--- src/hw/pin_port_pkg.sv ---
package pin_port_pkg;
  localparam int NUM_PORTS = 5;
  localparam int NUM_CLKBLK = 6;
  localparam int PIN_W = 32;
  localparam int PORT_WIDTH [NUM_PORTS] = '{1, 4, 8, 16, 32};
  // Per-port register window
  localparam logic [11:0] PORT_STRIDE = 12'h020;
  localparam logic [4:0] REG_CTRL = 5'h00;
  localparam logic [4:0] REG_DATA = 5'h04;
  localparam logic [4:0] REG_TIME = 5'h08;
  localparam logic [4:0] REG_COUNT = 5'h0c;
  localparam logic [4:0] REG_STAMP = 5'h10;
  localparam logic [4:0] REG_COND = 5'h14;
  localparam logic [4:0] REG_STATUS = 5'h18;
  localparam logic [11:0] CLKBLK_BASE = 12'h100;
  localparam logic [11:0] LINK_ADDR = 12'h120;
  // Control fields
  localparam int CTRL_EN = 0;
  localparam int CTRL_OUT = 1;
  localparam int CTRL_OD = 2;
  localparam int CTRL_TIMED = 3;
  localparam int CTRL_COND = 4;
  localparam int CTRL_STROBE = 5;
  localparam int CTRL_CLK_LSB = 8;
  localparam int CTRL_CLK_MSB = 10;
  localparam logic [31:0] CTRL_RESET = 32'h0000_0000;
  localparam int CLK_SRC_PIN = 8;
  localparam logic [8:0] CLK_CFG_RESET = 9'h000;
  localparam logic [31:0] LINK_PIN_MASK = 32'hff00_0000;
  localparam logic [1:0] RESP_OKAY = 2'h0;
  localparam logic [1:0] RESP_SLVERR = 2'h2;
endpackage

--- src/hw/port_lane_if.sv ---
`timescale 1ns/1ns
`default_nettype none
interface port_lane_if;
  logic [31:0] ctrl;
  logic [15:0] sched;
  logic [31:0] cond;
  logic [31:0] wdata;
  logic        wr_data;
  logic        rd_take;
  logic        tick;
  logic        strobe_in;
  logic [31:0] pins_in;
  logic [31:0] pins_out;
  logic [31:0] xfer;
  logic [15:0] count;
  logic [15:0] stamp;
  logic        full;
  logic        strobe_out;
  logic        event_pulse;
  modport ctl (output ctrl, sched, cond, wdata, wr_data, rd_take, tick,
               strobe_in, pins_in, input pins_out, xfer, count, stamp,
               full, strobe_out, event_pulse);
  modport port (input ctrl, sched, cond, wdata, wr_data, rd_take, tick,
                strobe_in, pins_in, output pins_out, xfer, count, stamp,
                full, strobe_out, event_pulse);
endinterface
`default_nettype wire

--- src/hw/pin_ports_top.sv ---
// The AXI4-Lite register port and the register offsets were left to the implementer.
`timescale 1ns/1ns
`default_nettype none
module pin_ports_top (
  input  wire logic        aclk,
  input  wire logic        aresetn,
  input  wire logic        awvalid,
  output logic             awready,
  input  wire logic [11:0] awaddr,
  input  wire logic [2:0]  awprot,
  input  wire logic        wvalid,
  output logic             wready,
  input  wire logic [31:0] wdata,
  input  wire logic [3:0]  wstrb,
  output logic             bvalid,
  input  wire logic        bready,
  output logic [1:0]       bresp,
  input  wire logic        arvalid,
  output logic             arready,
  input  wire logic [11:0] araddr,
  input  wire logic [2:0]  arprot,
  output logic             rvalid,
  input  wire logic        rready,
  output logic [31:0]      rdata,
  output logic [1:0]       rresp,
  input  wire logic [31:0] pin_in,
  output logic [31:0]      pin_out,
  output logic [31:0]      pin_oe,
  input  wire logic [4:0]  strobe_in,
  output logic [4:0]       outbound_data_strobe,
  output logic [4:0]       port_event,
  output logic             pull_down_en
);
  typedef enum logic [1:0] {RD_IDLE, RD_WAIT, RD_RESP} rd_state_e;

  localparam int NP = pin_port_pkg::NUM_PORTS;
  localparam int NC = pin_port_pkg::NUM_CLKBLK;

  logic [31:0] ctrl [NP];
  logic [15:0] sched [NP];
  logic [31:0] cond [NP];
  logic [8:0]  clk_cfg [NC];
  logic        link_en;
  logic [31:0] p_pins_out [NP];
  logic [31:0] p_xfer [NP];
  logic [15:0] p_count [NP];
  logic [15:0] p_stamp [NP];
  logic [NP-1:0] p_full;
  logic [NP-1:0] port_on;
  logic [NC-1:0] blk_tick;
  logic [31:0] pin_meta;
  logic [31:0] pin_sync;
  logic [4:0]  strobe_meta;
  logic [4:0]  strobe_sync;
  logic        aw_held;
  logic        w_held;
  logic [11:0] aw_addr;
  logic [31:0] w_data;
  logic [3:0]  w_strb;
  logic        do_write;
  logic        wr_stall;
  logic [2:0]  wp;
  rd_state_e   rd_state;
  logic [11:0] rd_addr;
  logic [11:0] rd_src;
  logic [2:0]  rp;
  logic        rd_stall;
  logic        rd_load;
  logic [31:0] rd_mux;
  logic        rd_err;
  logic [31:0] next_pin_out;
  logic [31:0] next_pin_oe;
  logic [31:0] next_od_mask;
  logic [31:0] od_mask;

  port_lane_if lane [NP] ();

  // Address decode shared by both channels
  function automatic logic is_port(input logic [11:0] a);
    return a[11:8] == 4'h0 && int'(a[7:5]) < NP;
  endfunction

  function automatic logic is_clk(input logic [11:0] a);
    return a[11:5] == pin_port_pkg::CLKBLK_BASE[11:5]
           && int'(a[4:2]) < NC;
  endfunction

  function automatic logic [31:0] merge(input logic [31:0] old_v,
                                        input logic [31:0] new_v,
                                        input logic [3:0]  strb);
    logic [31:0] r;
    r = old_v;
    for (int b = 0; b < 4; b++)
      if (strb[b])
        r[8*b +: 8] = new_v[8*b +: 8];
    return r;
  endfunction

  function automatic logic [31:0] width_mask(input int p);
    return 32'((64'h1 << pin_port_pkg::PORT_WIDTH[p]) - 64'h1);
  endfunction

  // Two-stage synchronisers for pins and strobes
  always_ff @(posedge aclk)
  begin
    if (!aresetn)
    begin
      pin_meta <= 32'h0000_0000;
      pin_sync <= 32'h0000_0000;
      strobe_meta <= 5'h00;
      strobe_sync <= 5'h00;
    end
    else
    begin
      pin_meta <= pin_in;
      pin_sync <= pin_meta;
      strobe_meta <= strobe_in;
      strobe_sync <= strobe_meta;
    end
  end

  // Pull-downs held on through reset
  always_ff @(posedge aclk)
  begin
    if (!aresetn)
      pull_down_en <= 1'b1;
    else
      pull_down_en <= 1'b0;
  end

  // Clock blocks; block zero ticks every reference edge
  assign blk_tick[0] = 1'b1;
  generate
    for (genvar k = 1; k < NC; k++)
    begin : g_clk
      clock_block u_clk (
        .aclk      (aclk),
        .aresetn   (aresetn),
        .src_pin   (clk_cfg[k][pin_port_pkg::CLK_SRC_PIN]),
        .pin_level (pin_sync[0]),
        .divide    (clk_cfg[k][7:0]),
        .tick      (blk_tick[k])
      );
    end
  endgenerate

  // Port instances and their lanes
  generate
    for (genvar p = 0; p < NP; p++)
    begin : g_port
      logic [2:0] sel;
      assign sel = ctrl[p][pin_port_pkg::CTRL_CLK_MSB:
                           pin_port_pkg::CTRL_CLK_LSB];
      assign port_on[p] = ctrl[p][pin_port_pkg::CTRL_EN]
                          && !(link_en && (width_mask(p)
                          & pin_port_pkg::LINK_PIN_MASK) != '0);
      assign lane[p].ctrl = {ctrl[p][31:1], port_on[p]};
      assign lane[p].sched = sched[p];
      assign lane[p].cond = cond[p];
      assign lane[p].wdata = w_data;
      assign lane[p].wr_data = do_write && !wr_stall && is_port(aw_addr)
                   && int'(wp) == p && aw_addr[4:0] == pin_port_pkg::REG_DATA
                   && ctrl[p][pin_port_pkg::CTRL_OUT];
      assign lane[p].rd_take = rd_load && is_port(rd_src) && int'(rp) == p
                   && rd_src[4:0] == pin_port_pkg::REG_DATA
                   && !ctrl[p][pin_port_pkg::CTRL_OUT];
      assign lane[p].tick = (int'(sel) < NC) ? blk_tick[sel] : 1'b0;
      assign lane[p].strobe_in = strobe_sync[p];
      assign lane[p].pins_in = pin_sync;
      assign p_pins_out[p] = lane[p].pins_out;
      assign p_xfer[p] = lane[p].xfer;
      assign p_count[p] = lane[p].count;
      assign p_stamp[p] = lane[p].stamp;
      assign p_full[p] = lane[p].full;
      assign outbound_data_strobe[p] = lane[p].strobe_out;
      assign port_event[p] = lane[p].event_pulse;
      timed_port #(.W(pin_port_pkg::PORT_WIDTH[p])) u_port (
        .aclk    (aclk),
        .aresetn (aresetn),
        .lane    (lane[p])
      );
    end
  endgenerate

  // Pin ownership: narrowest enabled port wins, link pins stay idle while the link is enabled
  always_comb
  begin
    logic drive;
    logic bit_v;
    logic od_v;
    drive = 1'b0;
    bit_v = 1'b0;
    od_v = 1'b0;
    next_pin_out = '0;
    next_pin_oe = '0;
    next_od_mask = '0;
    for (int i = 0; i < pin_port_pkg::PIN_W; i++)
    begin
      drive = 1'b0;
      bit_v = 1'b0;
      od_v = 1'b0;
      for (int p = NP - 1; p >= 0; p--)
      begin
        if (port_on[p] && i < pin_port_pkg::PORT_WIDTH[p])
        begin
          drive = ctrl[p][pin_port_pkg::CTRL_OUT];
          bit_v = p_pins_out[p][i];
          od_v = ctrl[p][pin_port_pkg::CTRL_OD];
        end
      end
      if (pin_port_pkg::LINK_PIN_MASK[i] && link_en)
        drive = 1'b0;
      next_od_mask[i] = od_v;
      next_pin_out[i] = od_v ? 1'b0 : bit_v;
      next_pin_oe[i] = drive && !(od_v && bit_v);
    end
  end

  // Registered pin drive
  always_ff @(posedge aclk)
  begin
    if (!aresetn)
    begin
      pin_out <= 32'h0000_0000;
      pin_oe <= 32'h0000_0000;
      od_mask <= 32'h0000_0000;
    end
    else
    begin
      pin_out <= next_pin_out;
      pin_oe <= next_pin_oe;
      od_mask <= next_od_mask;
    end
  end

  // Write channel capture, in either order
  assign awready = !aw_held && !bvalid;
  assign wready = !w_held && !bvalid;
  assign wp = aw_addr[7:5];
  assign wr_stall = is_port(aw_addr) && aw_addr[4:0] == pin_port_pkg::REG_DATA
                    && ctrl[wp][pin_port_pkg::CTRL_OUT] && p_full[wp];
  assign do_write = aw_held && w_held && !bvalid && !wr_stall;

  always_ff @(posedge aclk)
  begin
    if (!aresetn)
    begin
      aw_held <= 1'b0;
      w_held <= 1'b0;
      aw_addr <= 12'h000;
      w_data <= 32'h0000_0000;
      w_strb <= 4'h0;
      bvalid <= 1'b0;
      bresp <= pin_port_pkg::RESP_OKAY;
    end
    else
    begin
      if (awvalid && awready)
      begin
        aw_held <= 1'b1;
        aw_addr <= awaddr;
      end
      if (wvalid && wready)
      begin
        w_held <= 1'b1;
        w_data <= wdata;
        w_strb <= wstrb;
      end
      if (do_write)
      begin
        aw_held <= 1'b0;
        w_held <= 1'b0;
        bvalid <= 1'b1;
        bresp <= (is_port(aw_addr) || is_clk(aw_addr)
                  || aw_addr == pin_port_pkg::LINK_ADDR)
                 ? pin_port_pkg::RESP_OKAY : pin_port_pkg::RESP_SLVERR;
      end
      else if (bvalid && bready)
        bvalid <= 1'b0;
    end
  end

  // Configuration registers
  always_ff @(posedge aclk)
  begin
    if (!aresetn)
    begin
      for (int p = 0; p < NP; p++)
      begin
        ctrl[p] <= pin_port_pkg::CTRL_RESET;
        sched[p] <= 16'h0000;
        cond[p] <= 32'h0000_0000;
      end
      for (int k = 0; k < NC; k++)
        clk_cfg[k] <= pin_port_pkg::CLK_CFG_RESET;
      link_en <= 1'b0;
    end
    else if (do_write)
    begin
      if (is_port(aw_addr))
      begin
        if (aw_addr[4:0] == pin_port_pkg::REG_CTRL)
          ctrl[wp] <= merge(ctrl[wp], w_data, w_strb);
        if (aw_addr[4:0] == pin_port_pkg::REG_TIME)
          sched[wp] <= 16'(merge({16'h0000, sched[wp]}, w_data, w_strb));
        if (aw_addr[4:0] == pin_port_pkg::REG_COND)
          cond[wp] <= merge(cond[wp], w_data, w_strb);
      end
      else if (is_clk(aw_addr) && aw_addr[4:2] != 3'h0)
        clk_cfg[aw_addr[4:2]] <= 9'(merge({23'h0, clk_cfg[aw_addr[4:2]]},
                                          w_data, w_strb));
      else if (aw_addr == pin_port_pkg::LINK_ADDR && w_strb[0])
        link_en <= w_data[0];
    end
  end

  // Read path; data reads of an enabled input port wait for a full transfer register
  assign arready = rd_state == RD_IDLE;
  assign rd_src = (rd_state == RD_IDLE) ? araddr : rd_addr;
  assign rp = rd_src[7:5];
  assign rd_stall = is_port(rd_src) && rd_src[4:0] == pin_port_pkg::REG_DATA
                    && port_on[rp] && !ctrl[rp][pin_port_pkg::CTRL_OUT]
                    && !p_full[rp];
  assign rd_load = ((rd_state == RD_IDLE && arvalid) || rd_state == RD_WAIT)
                   && !rd_stall;

  always_comb
  begin
    rd_mux = 32'h0000_0000;
    rd_err = 1'b0;
    if (is_port(rd_src))
    begin
      case (rd_src[4:0])
        pin_port_pkg::REG_CTRL: rd_mux = ctrl[rp];
        pin_port_pkg::REG_DATA: rd_mux = p_xfer[rp];
        pin_port_pkg::REG_TIME: rd_mux = {16'h0000, sched[rp]};
        pin_port_pkg::REG_COUNT: rd_mux = {16'h0000, p_count[rp]};
        pin_port_pkg::REG_STAMP: rd_mux = {16'h0000, p_stamp[rp]};
        pin_port_pkg::REG_COND: rd_mux = cond[rp];
        pin_port_pkg::REG_STATUS: rd_mux = {31'h0, p_full[rp]};
        default: rd_err = 1'b1;
      endcase
    end
    else if (is_clk(rd_src))
      rd_mux = {23'h0, clk_cfg[rd_src[4:2]]};
    else if (rd_src == pin_port_pkg::LINK_ADDR)
      rd_mux = {31'h0, link_en};
    else
      rd_err = 1'b1;
  end

  always_ff @(posedge aclk)
  begin
    if (!aresetn)
    begin
      rd_state <= RD_IDLE;
      rd_addr <= 12'h000;
      rvalid <= 1'b0;
      rdata <= 32'h0000_0000;
      rresp <= pin_port_pkg::RESP_OKAY;
    end
    else
    begin
      if (rd_state == RD_IDLE && arvalid)
        rd_addr <= araddr;
      if (rd_load)
      begin
        rd_state <= RD_RESP;
        rvalid <= 1'b1;
        rdata <= rd_mux;
        rresp <= rd_err ? pin_port_pkg::RESP_SLVERR : pin_port_pkg::RESP_OKAY;
      end
      else if (rd_state == RD_IDLE && arvalid)
        rd_state <= RD_WAIT;
      else if (rd_state == RD_RESP && rready)
      begin
        rd_state <= RD_IDLE;
        rvalid <= 1'b0;
      end
    end
  end
endmodule
`default_nettype wire

--- src/hw/clock_block.sv ---
`timescale 1ns/1ns
`default_nettype none
module clock_block (
  input  wire logic       aclk,
  input  wire logic       aresetn,
  input  wire logic       src_pin,
  input  wire logic       pin_level,
  input  wire logic [7:0] divide,
  output logic            tick
);
  logic       pin_prev;
  logic [7:0] cnt;
  logic       src_event;

  // Source is every aclk edge or a rising edge of the one-bit port pin
  assign src_event = src_pin ? (pin_level && !pin_prev) : 1'b1;

  // Divide source events by divide plus one
  always_ff @(posedge aclk)
  begin
    if (!aresetn)
    begin
      pin_prev <= 1'b0;
      cnt <= 8'h00;
      tick <= 1'b0;
    end
    else
    begin
      pin_prev <= pin_level;
      tick <= 1'b0;
      if (src_event)
      begin
        if (cnt >= divide)
        begin
          cnt <= 8'h00;
          tick <= 1'b1;
        end
        else
          cnt <= cnt + 8'h01;
      end
    end
  end
endmodule
`default_nettype wire

--- src/hw/timed_port.sv ---
`timescale 1ns/1ns
`default_nettype none
module timed_port #(
  parameter int W = 1
) (
  input  wire logic  aclk,
  input  wire logic  aresetn,
  port_lane_if.port  lane
);
  localparam int SLOTS = 32 / W;
  localparam logic [5:0] LAST = 6'(SLOTS - 1);
  logic [15:0] counter;
  logic [31:0] shift;
  logic [31:0] shifted_in;
  logic [5:0]  beat;
  logic        busy;
  logic        en;
  logic        out_mode;
  logic        time_ok;
  logic        cond_ok;
  logic        strobe_ok;
  logic        in_fire;
  logic        in_done;
  logic        out_load;
  logic        out_step;

  assign en = lane.ctrl[pin_port_pkg::CTRL_EN];
  assign out_mode = lane.ctrl[pin_port_pkg::CTRL_OUT];
  assign time_ok = !lane.ctrl[pin_port_pkg::CTRL_TIMED]
                   || counter == lane.sched;
  assign cond_ok = !lane.ctrl[pin_port_pkg::CTRL_COND]
                   || lane.pins_in[W-1:0] == lane.cond[W-1:0];
  assign strobe_ok = !lane.ctrl[pin_port_pkg::CTRL_STROBE]
                     || lane.strobe_in;
  // Gating of each sample and each word launch
  assign in_fire = en && !out_mode && lane.tick && strobe_ok
                   && (busy || (time_ok && cond_ok));
  assign in_done = in_fire && beat == LAST;
  assign out_load = en && out_mode && lane.tick && !busy && lane.full
                    && time_ok;
  assign out_step = en && out_mode && lane.tick && busy;

  // Deserialiser input, full word for the widest port
  generate
    if (W == 32)
    begin : g_whole
      assign shifted_in = lane.pins_in;
    end
    else
    begin : g_part
      assign shifted_in = {lane.pins_in[W-1:0], shift[31:W]};
    end
  endgenerate

  // Free-running port counter
  always_ff @(posedge aclk)
  begin
    if (!aresetn)
      counter <= 16'h0000;
    else if (lane.tick)
      counter <= counter + 16'h0001;
  end

  // Shift register, pin drive and timestamp
  always_ff @(posedge aclk)
  begin
    if (!aresetn)
    begin
      shift <= 32'h0000_0000;
      beat <= 6'h00;
      busy <= 1'b0;
      lane.pins_out <= 32'h0000_0000;
      lane.stamp <= 16'h0000;
    end
    else if (!en)
    begin
      busy <= 1'b0;
      beat <= 6'h00;
    end
    else if (in_fire)
    begin
      shift <= shifted_in;
      if (beat == LAST)
      begin
        busy <= 1'b0;
        beat <= 6'h00;
        lane.stamp <= counter;
      end
      else
      begin
        busy <= 1'b1;
        beat <= beat + 6'h01;
      end
    end
    else if (out_load)
    begin
      lane.pins_out <= lane.xfer;
      shift <= lane.xfer >> W;
      lane.stamp <= counter;
      busy <= (SLOTS > 1);
      beat <= 6'h00;
    end
    else if (out_step)
    begin
      lane.pins_out <= shift;
      shift <= shift >> W;
      beat <= beat + 6'h01;
      if (beat + 6'h01 == LAST)
        busy <= 1'b0;
    end
  end

  // Transfer register; a fill wins over a same-cycle take
  always_ff @(posedge aclk)
  begin
    if (!aresetn)
    begin
      lane.xfer <= 32'h0000_0000;
      lane.full <= 1'b0;
    end
    else if (in_done)
    begin
      lane.xfer <= shifted_in;
      lane.full <= 1'b1;
    end
    else if (lane.wr_data)
    begin
      lane.xfer <= lane.wdata;
      lane.full <= 1'b1;
    end
    else if (lane.rd_take || out_load)
      lane.full <= 1'b0;
  end

  // Strobe beside output data and scheduler event
  always_ff @(posedge aclk)
  begin
    if (!aresetn)
    begin
      lane.strobe_out <= 1'b0;
      lane.event_pulse <= 1'b0;
    end
    else
    begin
      lane.strobe_out <= lane.ctrl[pin_port_pkg::CTRL_STROBE]
                         && (out_load || out_step);
      lane.event_pulse <= in_done || out_load;
    end
  end

  assign lane.count = counter;
endmodule
`default_nettype wire

--- config.mk ---
export PLATFORM = sky130hd
export DESIGN_NAME = pin_ports_top
export DESIGN_NICKNAME = d
export VERILOG_FILES = /design/src/hw/pin_port_pkg.sv /design/src/hw/port_lane_if.sv /design/src/hw/pin_ports_top.sv /design/src/hw/clock_block.sv /design/src/hw/timed_port.sv
export SDC_FILE = /design/constraint.sdc
export NUM_CORES = 2
export LEC_CHECK = 0
export BUFFER_PORTS_ARGS = -buffer_cell sky130_fd_sc_hd__buf_2
export CORE_ASPECT_RATIO = 1.4
export CORE_MARGIN = 3
export CORE_UTILIZATION = 40
export DETAILED_ROUTE_END_ITERATION = 10
export GPL_TIMING_DRIVEN = 1
export HOLD_SLACK_MARGIN = 0.05
export PLACE_DENSITY = 0.6
export SLEW_MARGIN = 10
export SYNTH_ARGS = -nofsm -noshare
export SYNTH_HDL_FRONTEND = slang
export SYNTH_SLANG_ARGS = --single-unit
--- constraint.sdc ---
create_clock -name aclk -period 4.35 [get_ports aclk]
set_input_delay 0.2175 -clock aclk [delete_from_list [all_inputs] [get_ports aclk]]
set_output_delay 0.2175 -clock aclk [all_outputs]
set_load 0.05 [all_outputs]
==> metrics.txt <==
# TYPE chip_impl_metric gauge
chip_impl_info{name="min_path_type",value="primary input to register"} 1
chip_impl_metric{name="cts_max_path_buffers",unit=""} 3
chip_impl_metric{name="cellLeakagePower",unit="nW"} 31.5
chip_impl_metric{name="netlist_area",unit="um^2"} 71100
chip_impl_info{name="critical_path_class",value="register to register"} 1
chip_impl_metric{name="final_critical_path_setup_slack",unit="ns"} 0.494
chip_impl_info{name="critPathCaptureType",value="register"} 1
chip_impl_metric{name="vias_per_cell",unit=""} 5.79
chip_impl_metric{name="placeableCoreArea",unit="um^2"} 176000
chip_impl_metric{name="clkLatencyLatePin",unit="ns"} 0.83
chip_impl_metric{name="yosys_warnings",unit=""} 0
chip_impl_metric{name="post_synthesis_sequential_area_ratio",unit="%"} 54.8
chip_impl_metric{name="slowest_delay",unit="ns"} 0.55
chip_impl_metric{name="antenna_found_initial",unit=""} 8
chip_impl_metric{name="power.share.sequential",unit="%"} 47.5
chip_impl_metric{name="min_period",unit="ns"} 3.86
chip_impl_metric{name="post-place-cells",unit=""} 9408
chip_impl_metric{name="initial_utilization",unit="%"} 40.4
chip_impl_metric{name="grt_use_total",unit="%"} 27.0
chip_impl_metric{name="tritoncts.num_buffers",unit=""} 162
chip_impl_metric{name="yosys.cell_types.count",unit=""} 87
chip_impl_info{name="unrepaired_setup_endpoints_after_global_routing",value="no"} 1
chip_impl_metric{name="wl_per_cell",unit="um"} 25.7
chip_impl_metric{name="internal-power",unit="mW"} 25.7
chip_impl_info{name="critPathTopFamily",value="compound AO/OA/AOI/OAI gates"} 1
chip_impl_metric{name="netlist_instances",unit=""} 6944
chip_impl_metric{name="share_clk_of_total_power",unit="%"} 41.4
chip_impl_metric{name="drt_first_pass_iters",unit=""} 6
chip_impl_info{name="cts_tree",value="done"} 1
chip_impl_metric{name="final.setup.tns",unit="ns"} 0
chip_impl_metric{name="row_count",unit=""} 182
chip_impl_metric{name="final_min_period_over_clock_period",unit="%"} 88.6
chip_impl_metric{name="final_design_area_no_fill",unit="um^2"} 83800
chip_impl_metric{name="routabilityCongestion",unit=""} 0.921
chip_impl_metric{name="clock_tree_sinks",unit=""} 1592
chip_impl_metric{name="clock-skew-final",unit="ns"} 0.0435
chip_impl_info{name="cp_cell_sequence",value="or2_1 -> inv_4 -> o31a_2 -> buf_4 -> o22ai_1 -> nor3_1 -> o21ai_0 -> nand2_1 -> nor3_1 -> a2bb2oi_1 -> o21ai_0"} 1
chip_impl_metric{name="final.fill_count",unit=""} 16400
chip_impl_metric{name="cap_violations",unit=""} 0
chip_impl_metric{name="syn_avg_cell_area",unit="um^2"} 10.2
chip_impl_metric{name="synth_enable_flop_cells",unit=""} 712
chip_impl_metric{name="fp.dieArea",unit="um^2"} 183000
chip_impl_info{name="run_status",value="completed"} 1
chip_impl_metric{name="finalPower",unit="mW"} 35.0
chip_impl_metric{name="worst_slew_margin_rel",unit="%"} 16.8
chip_impl_metric{name="drt_initial_violations",unit=""} 6515
chip_impl_info{name="start_kind",value="register"} 1
chip_impl_metric{name="dieWidth",unit="um"} 362
chip_impl_metric{name="die_height",unit="um"} 505
chip_impl_info{name="layout.cells.most_common_list",value="876 x sky130_fd_sc_hd__dfxtp_1, 853 x sky130_fd_sc_hd__nor2_1, 712 x sky130_fd_sc_hd__edfxtp_1"} 1
chip_impl_metric{name="holdWs",unit="ns"} 0.138
chip_impl_metric{name="path_buf_inv",unit=""} 2
chip_impl_metric{name="power.share.switching",unit="%"} 26.6
chip_impl_metric{name="pin_count_of_the_biggest_net_entering_global_routing",unit=""} 146
chip_impl_metric{name="data_arrival_time_at_the_worst_slack_endpoint",unit="ns"} 4.55
chip_impl_metric{name="numPortBuffers",unit=""} 217
chip_impl_metric{name="num_io_pins",unit=""} 226
chip_impl_metric{name="clock.fmax",unit="GHz"} 0.259
chip_impl_metric{name="pwr_density_cell",unit="nW/um^2"} 418
chip_impl_metric{name="postCtsSetupBuffers",unit=""} 0
chip_impl_metric{name="ir_drop",unit="uV"} 385
chip_impl_metric{name="post_place_worst_slack",unit="ns"} 0.580
chip_impl_info{name="worst_path_max_delay_cell",value="sky130_fd_sc_hd__o31a_2"} 1
chip_impl_metric{name="timing.final.setup_violations",unit=""} 0
chip_impl_info{name="cts_root_buffer",value="sky130_fd_sc_hd__clkbuf_16"} 1
chip_impl_info{name="postSynth.topFlopCell",value="sky130_fd_sc_hd__dfxtp_1"} 1
chip_impl_metric{name="instances_no_fill",unit=""} 9917
chip_impl_metric{name="route.vias.total",unit=""} 57400
chip_impl_metric{name="postRouteAntennaNets",unit=""} 0
chip_impl_metric{name="nets",unit=""} 7646
chip_impl_metric{name="final_layout_size_suffix_gt1_share",unit="%"} 11.4
chip_impl_metric{name="synthArstFlopShare",unit="%"} 0
chip_impl_metric{name="hpwl",unit="um"} 175000
chip_impl_metric{name="pins_over_their_slew_limit",unit=""} 0
chip_impl_metric{name="power.switching",unit="mW"} 9.33
chip_impl_metric{name="drc",unit=""} 0
chip_impl_metric{name="hold_viol",unit=""} 0
chip_impl_metric{name="ys_seq_elements",unit=""} 1592
chip_impl_metric{name="cts.htree.levels",unit=""} 4
chip_impl_metric{name="first_global_vias",unit=""} 55400
chip_impl_metric{name="post_layout_util",unit="%"} 47.5
chip_impl_metric{name="tightestPinTransition",unit="ns"} 1.24
chip_impl_metric{name="crit_path_max_fanout",unit=""} 24
chip_impl_metric{name="cp_data_required_time",unit="ns"} 5.05
chip_impl_metric{name="grt_first_pass_wirelength",unit="um"} 369000
chip_impl_metric{name="worst_setup_hold_path_clk_slew",unit="ns"} 0.06
chip_impl_metric{name="post_dp_cell_area",unit="um^2"} 76200
chip_impl_metric{name="drt_wl_total",unit="um"} 255000
chip_impl_info{name="final_common_cell",value="sky130_fd_sc_hd__dfxtp_1"} 1
chip_impl_metric{name="grt.overflow.total",unit=""} 0
chip_impl_metric{name="comb_power_share",unit="%"} 11.1
chip_impl_metric{name="syn_to_final_growth",unit="%"} 17.8
[sequential cells by signal, indices dropped and copies added (netlist names), 12 cells and up, named ones only]
name,cells
g_port.u_port.lane.count,80
aw_addr,12
clk_cfg,72
lane.wdata,32
pin_oe,32
g_port.u_port.lane.stamp,80
g_port.u_port.beat,30
sched,128
cond,256
rdata,32
g_port.u_port.lane.xfer,160
g_clk.u_clk.cnt,40
g_port.u_port.shift,160
ctrl,256
rd_addr,12
pin_meta,32
g_port.u_port.lane.pins_out,61
lane.pins_in,32
pin_out,32
[synthesized netlist by cell type (39+ instances only)]
cell type,instances,share of area [%]
sky130_fd_sc_hd__a211oi_1,321,3.4
sky130_fd_sc_hd__a21oi_1,389,2.7
sky130_fd_sc_hd__and2_1,332,2.9
sky130_fd_sc_hd__and3_1,41,0.36
sky130_fd_sc_hd__buf_1,51,0.27
sky130_fd_sc_hd__buf_2,135,0.95
sky130_fd_sc_hd__clkbuf_1,351,1.9
sky130_fd_sc_hd__dfxtp_1,880,25
sky130_fd_sc_hd__edfxtp_1,712,30
sky130_fd_sc_hd__ha_1,61,1.1
sky130_fd_sc_hd__inv_1,127,0.67
sky130_fd_sc_hd__mux2i_1,414,5.8
sky130_fd_sc_hd__mux4_2,65,2.1
sky130_fd_sc_hd__nand2_1,457,2.4
sky130_fd_sc_hd__nand3_1,100,0.70
sky130_fd_sc_hd__nand4_1,58,0.51
sky130_fd_sc_hd__nor2_1,856,4.5
sky130_fd_sc_hd__nor3_1,245,1.7
sky130_fd_sc_hd__o21ai_0,201,1.4
sky130_fd_sc_hd__o22ai_1,458,4.0
sky130_fd_sc_hd__or3_1,39,0.34
sky130_fd_sc_hd__xnor2_1,138,1.7
sky130_fd_sc_hd__xor2_1,105,1.3
[worst reg2reg max path, stage by stage (launching register included)]
cell	delay [ns]
sky130_fd_sc_hd__dfxtp_1	0.50
sky130_fd_sc_hd__or2_1	0.43
sky130_fd_sc_hd__inv_4	0.23
sky130_fd_sc_hd__o31a_2	0.56
sky130_fd_sc_hd__buf_4	0.34
sky130_fd_sc_hd__o22ai_1	0.18
sky130_fd_sc_hd__nor3_1	0.06
sky130_fd_sc_hd__o21ai_0	0.48
sky130_fd_sc_hd__nand2_1	0.15
sky130_fd_sc_hd__nor3_1	0.51
sky130_fd_sc_hd__a2bb2oi_1	0.20
sky130_fd_sc_hd__o21ai_0	0.10
[cell type report]
type / instances / area [um^2] / area share, %
clock buffer: 229 / 4650 / 5.55
inverter: 133 / 509 / 0.608
tap: 2300 / 2880 / 3.43
sequential: 1592 / 39000 / 46.6
timing repair buffer: 669 / 5490 / 6.56
multi-input combinational: 4917 / 30400 / 36.3
clock inverter: 72 / 856 / 1.02
antenna: 5 / 12.5 / 0.0149
[power by group through the flow]
stage               clock [mW]  sequential [mW]  combinational (mW)
floorplan                    0             16.7                2.18
global placement             0             16.9                3.61
detailed placement           0             16.9                3.64
CTS                       14.7             16.6                3.81
global route              15.2             16.7                4.10
finish                    14.5             16.6                3.89
[cell families after synthesis]
kind of cell | after synthesis | share of synthesized area, %
AND/OR/NAND/NOR | 2282 | 15.1
XOR/XNOR | 243 | 2.99
adder cells (fa/ha/maj) | 61 | 1.07
flip-flops | 1592 | 54.8
buffers and inverters | 703 | 4.16
AO/OA/AOI/OAI | 1575 | 13.8
multiplexers | 487 | 8.01
other | 1 | 0.00527
[final timing paths]
check                                 start                 end  slack, ns  cells after the start
worst max register to register  rd_state[0]            rdata[8]       0.49                     11
worst max-delay path            rd_state[0]            rdata[8]       0.49                     11
worst min-delay path              pin_in[6]         pin_meta[6]       0.14                      3
worst min register to register  pin_meta[9]  lane[0].pins_in[9]       0.44                      1
[per-layer routing]
layer  share of wire [%]  vias to the layer above  GRT usage, %
li1                    -                    25900             -
met2                  46                     2770          43.3
met1                  39                    28100          34.8
met3                 8.3                      658          3.99
met4                 6.4                        2          15.8
met5              0.0055                        -             0
[repair_timing]
item / 4_1_cts / 5_1_grt
hold endpoints to repair: 139 / 0
hold buffers: 203 / 0
gates resized for setup: 0 / 0
No activity file was read; power rests on OpenSTA's default activity.
